<file path="src/common/tpi_pkg.sv">
// Shared constants and types for the eight-bit timer with shared prescaler
package tpi_pkg;

  // Register bus geometry
  localparam int unsigned REG_ADDR_W = 8;
  localparam int unsigned DATA_W     = 32;

  // Register byte addresses
  localparam logic [7:0] ADDR_CONFIG  = 8'h00;  // Ratio, assignment, counter mode
  localparam logic [7:0] ADDR_COUNT   = 8'h04;  // Eight-bit count register
  localparam logic [7:0] ADDR_STATUS  = 8'h08;  // Sticky overflow flag, write one clears
  localparam logic [7:0] ADDR_MASK    = 8'h0c;  // Overflow interrupt enable
  localparam logic [7:0] ADDR_COMMAND = 8'h10;  // Clear-watchdog command, reads zero

  // Field layout
  localparam int unsigned RATIO_W     = 3;  // Prescale ratio field width
  localparam int unsigned RATIO_LSB   = 0;
  localparam int unsigned ASSIGN_BIT  = 3;  // 0 = timer, 1 = watchdog
  localparam int unsigned CNTMODE_BIT = 4;  // 1 = count external input edges
  localparam int unsigned CONFIG_W    = 5;
  localparam int unsigned FLAG_BIT    = 0;
  localparam int unsigned IRQEN_BIT   = 0;
  localparam int unsigned CLEAR_WATCHDOG_INSTRUCTION_BIT  = 0;

  // Widths of the counters
  localparam int unsigned COUNT_W = 8;
  localparam int unsigned PS_W    = 8;  // Deepest tap gives divide-by-256

  // Reset values
  localparam logic [CONFIG_W-1:0] CONFIG_RESET = 5'h0f;  // Prescaler on watchdog, max ratio
  localparam logic [COUNT_W-1:0]  COUNT_RESET  = 8'h00;
  localparam logic [COUNT_W-1:0]  COUNT_MAX    = 8'hff;
  localparam logic [PS_W-1:0]     PS_RESET     = 8'h00;

  // Instruction cycle phases, four clocks per instruction cycle
  localparam logic [1:0] PHASE_Q2   = 2'h1;
  localparam logic [1:0] PHASE_LAST = 2'h3;  // Q4

  // Bus answers
  localparam logic [1:0] RESP_OKAY   = 2'h0;
  localparam logic [1:0] RESP_SLVERR = 2'h2;

  // Bus channel states
  typedef enum logic [1:0] {
    BUS_IDLE = 2'b01,
    BUS_RESP = 2'b10
  } tpi_bus_state_t;

endpackage : tpi_pkg

</file>
<file path="src/common/tpi_reg_if.sv">
// Register access carrier between the bus slave and the timer core
`timescale 1ns/1ps
interface tpi_reg_if;
  logic        wr_en;    // One-cycle write strobe
  logic [7:0]  wr_addr;  // Write byte address
  logic [31:0] wr_data;  // Write data
  logic [3:0]  wr_strb;  // Write byte enables
  logic        wr_hit;   // Write address is mapped
  logic [7:0]  rd_addr;  // Read byte address
  logic [31:0] rd_data;  // Read data for rd_addr
  logic        rd_hit;   // Read address is mapped

  modport slave (output wr_en, wr_addr, wr_data, wr_strb, rd_addr,
                 input  wr_hit, rd_data, rd_hit);
  modport regs  (input  wr_en, wr_addr, wr_data, wr_strb, rd_addr,
                 output wr_hit, rd_data, rd_hit);
endinterface : tpi_reg_if

</file>
<file path="src/core/tpi_axil_slave.sv">
// AXI4-Lite slave front end for the timer registers
`timescale 1ns/1ps
module tpi_axil_slave (
  input  wire logic        mclk,
  input  wire logic        reset,
  input  wire logic [7:0]  awaddr,
  input  wire logic        awvalid,
  output logic             awready,
  input  wire logic [31:0] wdata,
  input  wire logic [3:0]  wstrb,
  input  wire logic        wvalid,
  output logic             wready,
  output logic [1:0]       bresp,
  output logic             bvalid,
  input  wire logic        bready,
  input  wire logic [7:0]  araddr,
  input  wire logic        arvalid,
  output logic             arready,
  output logic [31:0]      rdata,
  output logic [1:0]       rresp,
  output logic             rvalid,
  input  wire logic        rready,
  tpi_reg_if.slave         regs
);

  ////////////////////////////////////////////////////////////////////////////
  // State
  tpi_pkg::tpi_bus_state_t wr_state, next_wr_state;  // Write channel phase
  tpi_pkg::tpi_bus_state_t rd_state, next_rd_state;  // Read channel phase
  logic                    aw_got, next_aw_got;      // Address captured
  logic                    w_got, next_w_got;        // Data captured
  logic [7:0]              aw_addr, next_aw_addr;
  logic [31:0]             w_data, next_w_data;
  logic [3:0]              w_strb, next_w_strb;
  logic [1:0]              next_bresp;
  logic [31:0]             next_rdata;
  logic [1:0]              next_rresp;
  logic                    wr_fire;                  // Both halves present

  // Ready while idle and that half not yet held; order of arrival is free
  assign awready = (wr_state == tpi_pkg::BUS_IDLE) && !aw_got;
  assign wready  = (wr_state == tpi_pkg::BUS_IDLE) && !w_got;
  assign bvalid  = (wr_state == tpi_pkg::BUS_RESP);
  assign arready = (rd_state == tpi_pkg::BUS_IDLE);
  assign rvalid  = (rd_state == tpi_pkg::BUS_RESP);

  // Write goes out in the first cycle that both halves are held
  assign wr_fire       = (wr_state == tpi_pkg::BUS_IDLE) && aw_got && w_got;
  assign regs.wr_en    = wr_fire;
  assign regs.wr_addr  = aw_addr;
  assign regs.wr_data  = w_data;
  assign regs.wr_strb  = w_strb;
  assign regs.rd_addr  = araddr;

  ////////////////////////////////////////////////////////////////////////////
  // Next-state logic for both channels
  always_comb begin
    next_wr_state = wr_state;
    next_aw_got   = aw_got;
    next_w_got    = w_got;
    next_aw_addr  = aw_addr;
    next_w_data   = w_data;
    next_w_strb   = w_strb;
    next_bresp    = bresp;
    next_rd_state = rd_state;
    next_rdata    = rdata;
    next_rresp    = rresp;
    // Capture each half as it is offered
    if (awvalid && awready) begin
      next_aw_got  = 1'b1;
      next_aw_addr = awaddr;
    end
    if (wvalid && wready) begin
      next_w_got  = 1'b1;
      next_w_data = wdata;
      next_w_strb = wstrb;
    end
    case (wr_state)
      tpi_pkg::BUS_IDLE: begin
        if (wr_fire) begin
          next_wr_state = tpi_pkg::BUS_RESP;
          next_aw_got   = 1'b0;
          next_w_got    = 1'b0;
          next_bresp    = regs.wr_hit ? tpi_pkg::RESP_OKAY : tpi_pkg::RESP_SLVERR;
        end
      end
      tpi_pkg::BUS_RESP: begin
        if (bready) begin
          next_wr_state = tpi_pkg::BUS_IDLE;
        end
      end
      default: next_wr_state = tpi_pkg::BUS_IDLE;
    endcase
    case (rd_state)
      tpi_pkg::BUS_IDLE: begin
        // Data is sampled at acceptance so it is stable while rvalid stands
        if (arvalid) begin
          next_rd_state = tpi_pkg::BUS_RESP;
          next_rdata    = regs.rd_data;
          next_rresp    = regs.rd_hit ? tpi_pkg::RESP_OKAY : tpi_pkg::RESP_SLVERR;
        end
      end
      tpi_pkg::BUS_RESP: begin
        if (rready) begin
          next_rd_state = tpi_pkg::BUS_IDLE;
        end
      end
      default: next_rd_state = tpi_pkg::BUS_IDLE;
    endcase
  end

  // Registers only
  always_ff @(posedge mclk) begin
    if (reset) begin
      wr_state <= tpi_pkg::BUS_IDLE;
      rd_state <= tpi_pkg::BUS_IDLE;
      aw_got   <= 1'b0;
      w_got    <= 1'b0;
      aw_addr  <= 8'h00;
      w_data   <= 32'h0000_0000;
      w_strb   <= 4'h0;
      bresp    <= tpi_pkg::RESP_OKAY;
      rdata    <= 32'h0000_0000;
      rresp    <= tpi_pkg::RESP_OKAY;
    end else begin
      wr_state <= next_wr_state;
      rd_state <= next_rd_state;
      aw_got   <= next_aw_got;
      w_got    <= next_w_got;
      aw_addr  <= next_aw_addr;
      w_data   <= next_w_data;
      w_strb   <= next_w_strb;
      bresp    <= next_bresp;
      rdata    <= next_rdata;
      rresp    <= next_rresp;
    end
  end

endmodule : tpi_axil_slave

</file>
<file path="src/core/tpi_timer_top.sv">
// Eight-bit timer with a prescaler shared with the watchdog
//
// The implementer's own choices: the AXI4-Lite interface to the registers and the register addresses.
`timescale 1ns/1ps
module tpi_timer_top (
  input  wire logic        mclk,
  input  wire logic        reset,
  input  wire logic [7:0]  awaddr,
  input  wire logic        awvalid,
  output logic             awready,
  input  wire logic [31:0] wdata,
  input  wire logic [3:0]  wstrb,
  input  wire logic        wvalid,
  output logic             wready,
  output logic [1:0]       bresp,
  output logic             bvalid,
  input  wire logic        bready,
  input  wire logic [7:0]  araddr,
  input  wire logic        arvalid,
  output logic             arready,
  output logic [31:0]      rdata,
  output logic [1:0]       rresp,
  output logic             rvalid,
  input  wire logic        rready,
  input  wire logic        timer_ext_clock_in,  // External count input
  input  wire logic        sleep_mode,          // Processor asleep
  input  wire logic        wdt_osc_tick,        // Watchdog oscillator tick
  output logic             wdt_prescaled_tick,  // Tick toward watchdog counter
  output logic             wdt_clear,           // Clear pulse toward watchdog
  output logic             irq                  // Timer overflow interrupt
);

  localparam int unsigned PW = tpi_pkg::PS_W;
  localparam int unsigned CW = tpi_pkg::COUNT_W;

  ////////////////////////////////////////////////////////////////////////////
  // Bus front end
  tpi_reg_if regs ();

  tpi_axil_slave u_slave (
    .mclk    (mclk),
    .reset   (reset),
    .awaddr  (awaddr),
    .awvalid (awvalid),
    .awready (awready),
    .wdata   (wdata),
    .wstrb   (wstrb),
    .wvalid  (wvalid),
    .wready  (wready),
    .bresp   (bresp),
    .bvalid  (bvalid),
    .bready  (bready),
    .araddr  (araddr),
    .arvalid (arvalid),
    .arready (arready),
    .rdata   (rdata),
    .rresp   (rresp),
    .rvalid  (rvalid),
    .rready  (rready),
    .regs    (regs.slave)
  );

  ////////////////////////////////////////////////////////////////////////////
  // State
  logic [tpi_pkg::CONFIG_W-1:0] config_reg, next_config_reg;  // Control bits
  logic [CW-1:0]                timer_count_reg, next_count;   // Count register
  logic                         timer_overflow_flag, next_flag;
  logic                         timer_overflow_irq_en, next_irq_en;
  logic [PW-1:0]                ps_cnt, next_ps_cnt;           // Shared prescaler
  logic [1:0]                   q_phase, next_q_phase;         // Instruction phase
  logic                         ext_prev, next_ext_prev;       // Edge detect on pin
  logic                         samp_q2, next_samp_q2;         // Q2 sample
  logic                         samp_q4, next_samp_q4;         // Q4 sample
  logic                         samp_q4_d, next_samp_q4_d;     // Q4 sample delayed
  logic                         next_wdt_tick;
  logic                         next_wdt_clear;

  // Decoded control bits
  logic [tpi_pkg::RATIO_W-1:0] prescale_ratio_field;
  logic                        prescaler_assign_sel;
  logic                        counter_mode;
  assign prescale_ratio_field = config_reg[tpi_pkg::RATIO_LSB +: tpi_pkg::RATIO_W];
  assign prescaler_assign_sel = config_reg[tpi_pkg::ASSIGN_BIT];
  assign counter_mode         = config_reg[tpi_pkg::CNTMODE_BIT];

  // Write decode, byte lane zero carries every field
  logic lane0;
  logic wr_config, wr_count, wr_status, wr_mask, wr_cmd;
  logic clear_watchdog_instruction;  // One-cycle command strobe
  assign lane0     = regs.wr_en && regs.wr_strb[0];
  assign wr_config = lane0 && (regs.wr_addr == tpi_pkg::ADDR_CONFIG);
  assign wr_count  = lane0 && (regs.wr_addr == tpi_pkg::ADDR_COUNT);
  assign wr_status = lane0 && (regs.wr_addr == tpi_pkg::ADDR_STATUS);
  assign wr_mask   = lane0 && (regs.wr_addr == tpi_pkg::ADDR_MASK);
  assign wr_cmd    = lane0 && (regs.wr_addr == tpi_pkg::ADDR_COMMAND);
  assign clear_watchdog_instruction = wr_cmd && regs.wr_data[tpi_pkg::CLEAR_WATCHDOG_INSTRUCTION_BIT];

  ////////////////////////////////////////////////////////////////////////////
  // Input pulse selection
  logic run;        // Timer runs only while awake
  logic q2_en;      // Q2 phase enable
  logic q4_en;      // Q4 phase enable
  logic src_pulse;  // Timer input event
  logic ps_in;      // Prescaler input event
  assign run       = !sleep_mode;
  assign q2_en     = (q_phase == tpi_pkg::PHASE_Q2);
  assign q4_en     = (q_phase == tpi_pkg::PHASE_LAST);
  assign src_pulse = run && (counter_mode ? (timer_ext_clock_in && !ext_prev) : q4_en);
  // Single prescaler, input steered by the assignment bit
  assign ps_in     = prescaler_assign_sel ? wdt_osc_tick : src_pulse;

  ////////////////////////////////////////////////////////////////////////////
  // Tap ticks: tap k fires once per 2^k input events
  logic [PW:0] carry;  // All lower bits ones while input fires
  logic [PW:0] tap;    // Rising edge of each prescaler bit
  assign carry[0] = ps_in;
  assign tap[0]   = ps_in;
  genvar k;
  generate
    for (k = 0; k < PW; k++) begin : g_tap
      assign carry[k+1] = carry[k] && ps_cnt[k];
      assign tap[k+1]   = carry[k] && !ps_cnt[k];
    end
  endgenerate

  // Timer takes tap n+1, watchdog tap n
  logic tmr_ps_tick;
  logic wdt_tap;
  assign tmr_ps_tick = !prescaler_assign_sel && tap[prescale_ratio_field + 4'h1];
  assign wdt_tap     = prescaler_assign_sel && tap[prescale_ratio_field];

  // Level seen by the counter-mode sampler: prescaler bit or raw pin
  logic samp_src;
  assign samp_src = prescaler_assign_sel ? timer_ext_clock_in
                                         : ps_cnt[prescale_ratio_field];

  // Count event; in timer mode, bypass gives one step per instruction cycle
  logic tmr_inc;
  always_comb begin
    if (!run) begin
      tmr_inc = 1'b0;
    end else if (counter_mode) begin
      tmr_inc = samp_q4 && !samp_q4_d;
    end else if (prescaler_assign_sel) begin
      tmr_inc = q4_en;
    end else begin
      tmr_inc = tmr_ps_tick;
    end
  end

  // Wrap from the maximum count; a same-cycle write wins over the step
  logic wrap;
  assign wrap = tmr_inc && !wr_count && (timer_count_reg == tpi_pkg::COUNT_MAX);

  ////////////////////////////////////////////////////////////////////////////
  // Next values
  always_comb begin
    next_config_reg = config_reg;
    next_irq_en     = timer_overflow_irq_en;
    next_q_phase    = q_phase + 2'h1;
    next_ext_prev   = timer_ext_clock_in;
    next_samp_q2    = q2_en ? samp_src : samp_q2;
    next_samp_q4    = q4_en ? samp_q2 : samp_q4;
    next_samp_q4_d  = samp_q4;
    next_wdt_tick   = wdt_tap;
    next_wdt_clear  = clear_watchdog_instruction;
    // Control bits; ordering of moves between timer and watchdog is software's
    if (wr_config) begin
      next_config_reg = regs.wr_data[tpi_pkg::CONFIG_W-1:0];
    end
    if (wr_mask) begin
      next_irq_en = regs.wr_data[tpi_pkg::IRQEN_BIT];
    end
    // Prescaler clears depend on which side owns it
    if ((wr_count && !prescaler_assign_sel) ||
        (clear_watchdog_instruction && prescaler_assign_sel)) begin
      next_ps_cnt = tpi_pkg::PS_RESET;
    end else if (ps_in) begin
      next_ps_cnt = ps_cnt + PW'(1);
    end else begin
      next_ps_cnt = ps_cnt;
    end
    // Count register: write beats increment
    if (wr_count) begin
      next_count = regs.wr_data[CW-1:0];
    end else if (tmr_inc) begin
      next_count = timer_count_reg + CW'(1);
    end else begin
      next_count = timer_count_reg;
    end
    // Sticky flag: a wrap in the clearing cycle is kept
    if (wrap) begin
      next_flag = 1'b1;
    end else if (wr_status && regs.wr_data[tpi_pkg::FLAG_BIT]) begin
      next_flag = 1'b0;
    end else begin
      next_flag = timer_overflow_flag;
    end
  end

  // Registers only
  always_ff @(posedge mclk) begin
    if (reset) begin
      config_reg            <= tpi_pkg::CONFIG_RESET;
      timer_count_reg       <= tpi_pkg::COUNT_RESET;
      timer_overflow_flag   <= 1'b0;
      timer_overflow_irq_en <= 1'b0;
      ps_cnt                <= tpi_pkg::PS_RESET;
      q_phase               <= 2'h0;
      ext_prev              <= 1'b0;
      samp_q2               <= 1'b0;
      samp_q4               <= 1'b0;
      samp_q4_d             <= 1'b0;
      wdt_prescaled_tick    <= 1'b0;
      wdt_clear             <= 1'b0;
    end else begin
      config_reg            <= next_config_reg;
      timer_count_reg       <= next_count;
      timer_overflow_flag   <= next_flag;
      timer_overflow_irq_en <= next_irq_en;
      ps_cnt                <= next_ps_cnt;
      q_phase               <= next_q_phase;
      ext_prev              <= next_ext_prev;
      samp_q2               <= next_samp_q2;
      samp_q4               <= next_samp_q4;
      samp_q4_d             <= next_samp_q4_d;
      wdt_prescaled_tick    <= next_wdt_tick;
      wdt_clear             <= next_wdt_clear;
    end
  end

  // Request leaves only while enabled
  assign irq = timer_overflow_flag && timer_overflow_irq_en;

  ////////////////////////////////////////////////////////////////////////////
  // Register read and decode; the prescaler count has no address
  always_comb begin
    regs.rd_data = 32'h0000_0000;
    regs.rd_hit  = 1'b1;
    case (regs.rd_addr)
      tpi_pkg::ADDR_CONFIG:  regs.rd_data[tpi_pkg::CONFIG_W-1:0] = config_reg;
      tpi_pkg::ADDR_COUNT:   regs.rd_data[CW-1:0] = timer_count_reg;
      tpi_pkg::ADDR_STATUS:  regs.rd_data[tpi_pkg::FLAG_BIT] = timer_overflow_flag;
      tpi_pkg::ADDR_MASK:    regs.rd_data[tpi_pkg::IRQEN_BIT] = timer_overflow_irq_en;
      tpi_pkg::ADDR_COMMAND: regs.rd_data = 32'h0000_0000;
      default:               regs.rd_hit = 1'b0;
    endcase
  end

  assign regs.wr_hit = (regs.wr_addr == tpi_pkg::ADDR_CONFIG) ||
                       (regs.wr_addr == tpi_pkg::ADDR_COUNT)  ||
                       (regs.wr_addr == tpi_pkg::ADDR_STATUS) ||
                       (regs.wr_addr == tpi_pkg::ADDR_MASK)   ||
                       (regs.wr_addr == tpi_pkg::ADDR_COMMAND);

  ////////////////////////////////////////////////////////////////////////////
  // Checks
  logic [PW-1:0] ps_mask;  // Bits at and below the selected ratio
  assign ps_mask = ~({PW{1'b1}} << ({1'b0, prescale_ratio_field} + 4'h1));
endmodule : tpi_timer_top

</file>
<file path="config.mk">
export PLATFORM = sky130hd
export DESIGN_NAME = tpi_timer_top
export DESIGN_NICKNAME = d
export VERILOG_FILES = /design/src/common/tpi_pkg.sv /design/src/common/tpi_reg_if.sv /design/src/core/tpi_axil_slave.sv /design/src/core/tpi_timer_top.sv
export SDC_FILE = /design/constraint.sdc
export NUM_CORES = 1
export LEC_CHECK = 0
export BUFFER_PORTS_ARGS = -buffer_cell sky130_fd_sc_hd__buf_2
export CAP_MARGIN = 20
export CELL_PAD_IN_SITES_DETAIL_PLACEMENT = 0
export CELL_PAD_IN_SITES_GLOBAL_PLACEMENT = 1
export CORE_ASPECT_RATIO = 0.6
export CORE_UTILIZATION = 40
export CTS_CLUSTER_SIZE = 40
export DETAILED_ROUTE_END_ITERATION = 8
export HOLD_SLACK_MARGIN = 0.06
export PLACE_DENSITY = 0.9
export SETUP_SLACK_MARGIN = 0.1
export SYNTH_ARGS = -nofsm -noshare
export SYNTH_HDL_FRONTEND = slang
export SYNTH_SLANG_ARGS = --single-unit
</file>
<file path="constraint.sdc">
create_clock -name mclk -period 4.2 [get_ports mclk]
set_input_delay 0.84 -clock mclk [delete_from_list [all_inputs] [get_ports mclk]]
set_output_delay 0.84 -clock mclk [all_outputs]
set_load 0.05 [all_outputs]
</file>
# --- Word level (Yosys, flattened, before mapping) ---
# Index checks and enable logic that the tools add are counted.
totals:
  word_cells: 151
  register_bits: 66
  inputBits: 62
  out_inout_bits: 44
classes:
  n_reduce_logical: 69
  muxes: 34
  n_addsub: 4
  n_eq_ne: 19
  n_lt_le_gt_ge: 3
op_table:
  columns: ["op", "count"]
  rows:
  - ["1-bit logical AND", 39]
  - ["8-bit by 4-bit equality test with 1-bit output (second input constant)", 4]
  - ["1-bit two-way mux", 18]
  - ["8-bit by 1-bit adder with 8-bit output (second input constant)", 2]
  - ["8-bit by 3-bit equality test with 1-bit output (second input constant)", 2]
  - ["8-bit by 5-bit equality test with 1-bit output (second input constant)", 2]
  - ["8-bit zero test", 2]
  - ["8-bit two-way mux", 2]
  - ["1-bit zero test", 15]
  - ["2-bit two-way mux", 6]
  - ["8-bit equality test (second input constant)", 1]
  - ["2-bit one-hot mux with 2 select lines", 2]
  - ["4-bit one-hot mux with 2 select lines", 1]
  - ["2-bit AND reduction", 4]
  - ["1-bit binary-select mux with 3-bit select", 2]
  - ["2-bit by 1-bit equality test with 1-bit output (second input constant)", 3]
  - ["2-bit equality test (second input constant)", 3]
  - ["1-bit logical OR", 5]
  - ["3-bit by 5-bit less-than comparator with 1-bit output (second input constant)", 1]
  - ["4-bit by 5-bit less-than comparator with 1-bit output (second input constant)", 1]
  - ["5-bit OR reduction", 1]
  - ["3-bit by 1-bit adder with 4-bit output (second input constant)", 1]
  - ["1-bit binary-select mux with 4-bit select", 1]
  - ["3-bit by 4-bit less-than comparator with 1-bit output (second input constant)", 1]
  - ["other kinds (7)", 10]

# --- Logic depth before layout (Yosys ltp) ---
depth:
  ltp_word: 22
  mapped_depth: 9
  depth_no_buf: 8

# --- Cells and area by module ---
# A second synthesis with hierarchy kept.
unflattened:
  cells_unflattened: 609
  area_unflattened_um2: 5843.1
modules_own_cells:
  columns: ["module", "cells_per_inst", "n_inst", "area_each_um2", "seq_area_each_um2"]
  rows:
  - ["tpi_axil_slave", 376, 1, 3852.4, 1681.6]
  - ["tpi_timer_top", 233, 1, 1990.7, 620.6]

# --- Least setup slack after synthesis ---
# Ideal clock, no wire load.
synth_timing:
  kind: "input-to-reg"
  start: "input port sleep_mode"
  end: "register timer_count_reg[3]"
  setup_time_ps: 91
  t_required_ps: 4109
  t_arrival_ps: 2870
  n_path_buf: 0
  stages: 7
  path_slack_ps: 1239
  cell_sequence: "and2b_4 > a311oi_4 > or4b_4 > a211oi_4 > a21oi_2 > or3_1 > a311oi_1"
synth_via:
  elab_chain_cells: 18
  elab_cells_between_ends: 25
  cone_classes: "6 x mux; 19 x reduce/logical"
synth_rtl:
  columns: ["item", "line", "source"]
  rows:
  - ["from (decl)", "tpi_timer_top.sv:26", "input wire logic sleep_mode,"]
  - ["1-bit zero test", "tpi_timer_top.sv:105", "assign run = !sleep_mode;"]
  - ["1-bit logical AND", "tpi_timer_top.sv:108", "assign src_pulse = run && (counter_mode ? (timer_ext_clock_in && !ext_prev) : q4_en);"]
  - ["1-bit two-way mux", "tpi_timer_top.sv:110", "assign ps_in = prescaler_assign_sel ? wdt_osc_tick : src_pulse;"]
  - ["1-bit logical AND (7 in a row)", "tpi_timer_top.sv:121", "assign carry[k+1] = carry[k] && ps_cnt[k];"]
  - ["1-bit logical AND", "tpi_timer_top.sv:122", "assign tap[k+1] = carry[k] && !ps_cnt[k];"]
  - ["1-bit binary-select mux with 4-bit select", "tpi_timer_top.sv:129", "assign tmr_ps_tick = !prescaler_assign_sel && tap[prescale_ratio_field + 4'h1];"]
  - ["1-bit two-way mux (not written as such)", "tpi_timer_top.sv:129", null]
  - ["1-bit logical AND", "tpi_timer_top.sv:129", null]
  - ["1-bit two-way mux", "tpi_timer_top.sv:144", "end else if (prescaler_assign_sel) begin"]
  - ["1-bit two-way mux", "tpi_timer_top.sv:142", "end else if (counter_mode) begin"]
  - ["1-bit two-way mux (*)", "tpi_timer_top.sv:140", "if (!run) begin"]
  - ["2-bit nonzero test (no line) (*)", null, null]
  - ["to (signal assigned)", "tpi_timer_top.sv:205", "timer_count_reg <= tpi_pkg::COUNT_RESET;"]
  - ["to (signal assigned)", "tpi_timer_top.sv:218", "timer_count_reg <= next_count;"]
  - ["to (decl)", "tpi_timer_top.sv:66", "logic [CW-1:0] timer_count_reg, next_count;"]
# Every way passes the cells marked *; elsewhere a longest branch is shown, timed or not. The select of a mux whose other input is x is not followed.
# A chain may end at the register's enable or synchronous reset.

# --- Final worst setup path ---
layout_timing:
  start: "register config_reg[3] (netlist bit)"
  end: "register timer_count_reg[3]"
layout_via:
  elab_chain_cells: 16
  elab_cells_between_ends: 24
  cone_classes: "6 x mux; 18 x reduce/logical"
layout_rtl:
  columns: ["item", "line", "source"]
  rows:
  - ["from (decl)", "tpi_timer_top.sv:65", "logic [tpi_pkg::CONFIG_W-1:0] config_reg, next_config_reg;"]
  - ["from (signal assigned)", "tpi_timer_top.sv:204", "config_reg <= tpi_pkg::CONFIG_RESET;"]
  - ["from (signal assigned)", "tpi_timer_top.sv:217", "config_reg <= next_config_reg;"]
  - ["1-bit two-way mux", "tpi_timer_top.sv:110", null]
  - ["1-bit logical AND (7 in a row)", "tpi_timer_top.sv:121", null]
  - ["1-bit logical AND", "tpi_timer_top.sv:122", null]
  - ["1-bit binary-select mux with 4-bit select", "tpi_timer_top.sv:129", null]
  - ["1-bit two-way mux (not written as such)", "tpi_timer_top.sv:129", null]
  - ["1-bit logical AND", "tpi_timer_top.sv:129", null]
  - ["1-bit two-way mux (*)", "tpi_timer_top.sv:144", null]
  - ["1-bit two-way mux (*)", "tpi_timer_top.sv:142", null]
  - ["1-bit two-way mux (*)", "tpi_timer_top.sv:140", null]
  - ["2-bit nonzero test (no line) (*)", null, null]
# Marked as above.

==> PnR_summary.wiki <==
{| class="wikitable"
! Metric !! Value
|-
| Total iterations of the first detailed-routing run || 4
|-
| Number of warnings reported in the yosys synthesis log || 0
|-
| Clk network pwr share || 0.481
|-
| Row count || 25
|-
| Switch share || 0.2598
|-
| Worst setup EP type || register
|-
| Internal power || 1.218 mW
|-
| Share of layout cells above drive strength 1 || 0.1939
|-
| Buf+Inv Stages, Crit Path || 0
|-
| Insertion delay to the later sink of the worst-skew pair || roughly 330 ps
|-
| Routability congestion estimate || ~0.87
|-
| Routed met2 length || between 3000 and 4000 µm
|-
| Path depth of the worst reg2reg path || 7
|-
| CTS max path bufs || 2
|-
| GRT Overall Usage || 0.1936
|-
| Total number of clock tree sinks || 64
|-
| Library cell contributing the largest single delay on the critical path || sky130_fd_sc_hd__dfxtp_1
|-
| # hold bufs at CTS || 0
|-
| Synth cell types || between 60 and 70
|-
| Worst path top cell family by delay || compound AO/OA/AOI/OAI gates
|-
| Most frequent standard cell in the layout excluding fill and tap cells || sky130_fd_sc_hd__nand2_1
|-
| Placed instance area || 3605 µm²
|-
| Buffer cell driving the clock tree root || sky130_fd_sc_hd__clkbuf_16
|-
| Wire length of the first global-routing pass || 13110 µm
|-
| Post-cts repair resize count || 0
|-
| Non-Filler Instances || 567
|-
| Post-Syn Instances || between 400 and 500
|-
| Number of enable flip-flop cells after synthesis || 0
|-
| Clock skew after layout || slightly below 5 ps
|-
| Total congestion overflow after global routing || 0
|-
| Number of buffers inserted by port buffering || 52
|-
| CP Class || register to register
|-
| Fraction of synthesis flops using an asynchronous set or reset pin || 0
|-
| Initial Utilization || 0.4231
|-
| Post-route core utilization || 0.4865
|-
| Highest metal layer with signal wires || met4
|-
| Number of design rule violations left after detail routing || 0
|-
| Peak ir drop on the vdd network || approximately 0.17 mV
|-
| Final Max Tran Viols || 0
|-
| Register bit count reported by yosys || 64
|-
| Routed length on met1 || 4138 µm
|-
| Antenna violations before repair || 0
|-
| Total power divided by cell area || 419.2 nW/µm²
|-
| Final Cell Area || ~3900 µm²
|-
| Via count of the first global-routing pass || between 2k and 3k
|-
| Most used cells in the layout excluding fill and tap cells || sky130_fd_sc_hd__nand2_1 (66), sky130_fd_sc_hd__dfxtp_1 (64), sky130_fd_sc_hd__buf_2 (52), sky130_fd_sc_hd__nor2_1 (37), sky130_fd_sc_hd__a21oi_1 (32)
|-
| Num ports || 106
|-
| Part of the power in registers || 0.402
|-
| Crit Reg-Reg Endpoint || timer_count_reg[3]
|-
| Final Hold Slack || around 450 ps
|-
| Register clock-pin slew on the reported worst setup and hold paths || 50 ps
|-
| Startpoint of the worst-slack reg-to-reg timing path || config_reg[3]
|-
| Sequence of cells on the critical path || and2b_4 > a311oi_4 > or4b_4 > a211oi_4 > a21oi_2 > or3_1 > a311oi_1
|-
| Startpoint of the worst hold path || u_slave.regs.wr_addr[6]
|-
| Hold violation total from the final report || 0
|-
| Placed cells || between 500 and 600
|-
| Max-cap viol count || 0
|-
| DIE AREA || 8922 µm²
|-
| Worst min-delay path endpoint || u_slave.regs.wr_addr[6]
|-
| Average footprint of a synthesized cell || between 8 and 9 µm²
|-
| Nets@finish || roughly 520
|-
| Sequential-to-total area share from yosys stat || 0.3752
|-
| WHS Path Cells || 2
|-
| Fill cells || 799
|-
| Synthesis-to-layout area growth || 14.99%
|-
| Time the worst path needs with I/O delays and setup || 3127 ps
|-
| Total via count in the routed design || approximately 3.0k
|-
| H-tree Lvls || 3
|-
| Main synth FF type || sky130_fd_sc_hd__dfxtp_1
|-
| Period utilisation layout || 0.7446
|-
| Register-to-register setup slack || 1070 ps
|-
| Gate power share || 0.117
|-
| Antenna Diode Count || 0
|-
| Met3 wire length || 631 µm
|-
| Setup TNS || 0 ps
|-
| Cts bufs inserted || 9
|-
| Die span in x || 121.3 µm
|-
| Endpoints failing setup || 0
|-
| Average vias per placed instance || 5.220
|-
| Arrival time at the worst endpoint || 3360 ps
|-
| Number of nets with antenna violations after detailed routing || 0
|-
| Delay contributed by the slowest stage of the critical path || 610 ps
|-
| Kind of launch point of the worst setup path || register
|-
| Maximum fanout along the worst path || 12
|-
| Required time of the critical path || ~4400 ps
|-
| Setup repair after global routing missed its margin || no
|-
| Post-synthesis instance area || 3415 µm²
|-
| Detail-routed net length per standard cell || 14.02 µm
|-
| Largest net degree at the start of global routing || 49
|-
| Run status || finished clean
|-
| Peak clock frequency supported by timing || between 300 and 400 MHz
|-
| Post-DP HPWL || 5776 µm
|-
| Area of the core region || 8070 µm²
|-
| NetSw || 427.5 µW
|-
| Relative slew margins || 0.3006
|-
| DRT iter0 DRCs || 172
|-
| Total leakage power || about 1.6 nW
|-
| Worst Tran Pin Value || ~1000 ps
|-
| Worst min-delay path category || register to register
|-
| Die height || roughly 74 µm
|-
| Overall routed net length || 7949 µm
|-
| CTS tree || done
|-
| Number of setup buffers added after CTS || 0
|}
[cell families (layout without fill, tap and decap cells)]
group | after synthesis | after routing | share of synthesized area
AO/OA/AOI/OAI | 75 | 75 | 0.1444
XOR/XNOR | 7 | 7 | 0.01796
adder cells (fa/ha/maj) | 5 | 5 | 0.01832
buffers and inverters | 52 | 76 | 0.09857
flip-flops | 64 | 64 | 0.3752
multiplexers | 19 | 19 | 0.06816
other | 1 | 26 | 0.001098
AND/OR/NAND/NOR | 187 | 187 | 0.2763
[worst max path at each step]
stage | startpoint | end | slack [ps] | cells past startpoint
after global routing | config_reg[3] | timer_count_reg[3] | 910 | 7
after detailed placement | wdt_osc_tick | timer_count_reg[3] | 860 | 8
after floorplan | sleep_mode | timer_count_reg[3] | 1240 | 7
after global placement | wdt_osc_tick | timer_count_reg[3] | 920 | 8
final | config_reg[3] | timer_count_reg[3] | 1070 | 7
after CTS | config_reg[3] | timer_count_reg[3] | 1090 | 7
[cell usage after synthesis (all sizes together), types with 2 or more instances]
master | number | area share
o21ai | 13 | 0.019
or4b | 2 | 0.0070
nor2 | 37 | 0.041
nor3b | 2 | 0.0044
nand2b | 5 | 0.011
a211oi | 3 | 0.010
nor3 | 12 | 0.019
inv | 6 | 0.0066
nand4b | 2 | 0.0051
a31o | 3 | 0.0077
a311oi | 5 | 0.018
a31oi | 4 | 0.0073
and3 | 2 | 0.0037
mux2 | 4 | 0.013
xnor2 | 4 | 0.010
or3 | 3 | 0.0055
mux4 | 3 | 0.020
nor4 | 3 | 0.0055
a21o | 3 | 0.0070
nand3b | 3 | 0.0066
o211ai | 3 | 0.0066
a22oi | 3 | 0.0066
clkbuf | 13 | 0.017
mux2i | 12 | 0.035
nor4b | 2 | 0.0051
nand4 | 6 | 0.011
ha | 5 | 0.018
nor2b | 10 | 0.018
nand3 | 18 | 0.030
xor2 | 3 | 0.0077
nand2 | 67 | 0.074
buf | 32 | 0.071
a21oi | 33 | 0.049
and2b | 3 | 0.0073
dfxtp | 64 | 0.38
and2 | 5 | 0.0092
[per-layer routing]
metal  vias up  GRT usage
met3        12    0.05512
met2       105     0.2654
met4         0    0.06584
met1      1371     0.2851
li1       1472          -
met5         -          0
[power by group through the flow]
| stage | clock [mW] | combinational, mW | sequential [mW] |
|---|---|---|---|
| final | 0.791 | 0.193 | 0.661 |
| after global routing | 0.842 | 0.213 | 0.665 |
| after CTS | 0.810 | 0.194 | 0.660 |
| after detailed placement | 0 | 0.193 | 0.673 |
| after global placement | 0 | 0.189 | 0.671 |
| after floorplan | 0 | 0.171 | 0.668 |
[metrics by stage]
step	power, mW	worst slack [ps]
final	1.646	1073
after global routing	1.720	905.8
after global placement	0.8602	919.6
after floorplan	0.8390	1239
after detailed placement	0.8658	864.5
after CTS	1.664	1087
[area by class of cell]
class	instances	area (µm²)	area share
timing repair buffer	54	275.3	0.07011
inverter	6	22.52	0.005736
multi-input combinational	319	1891	0.4815
clock inverter	6	82.58	0.02103
sequential	64	1281	0.3263
clock buffer	10	239.0	0.06087
tap	108	135.1	0.03442
[worst register-to-register path: stages (launching register included)]
cell and delay (ps):
sky130_fd_sc_hd__dfxtp_1 610, sky130_fd_sc_hd__and2b_4 270, sky130_fd_sc_hd__a311oi_4 400, sky130_fd_sc_hd__or4b_4 550
sky130_fd_sc_hd__a211oi_4 340, sky130_fd_sc_hd__a21oi_2 200, sky130_fd_sc_hd__or3_1 380, sky130_fd_sc_hd__a311oi_1 290
Note: power is estimated with default switching activity, not from simulation.
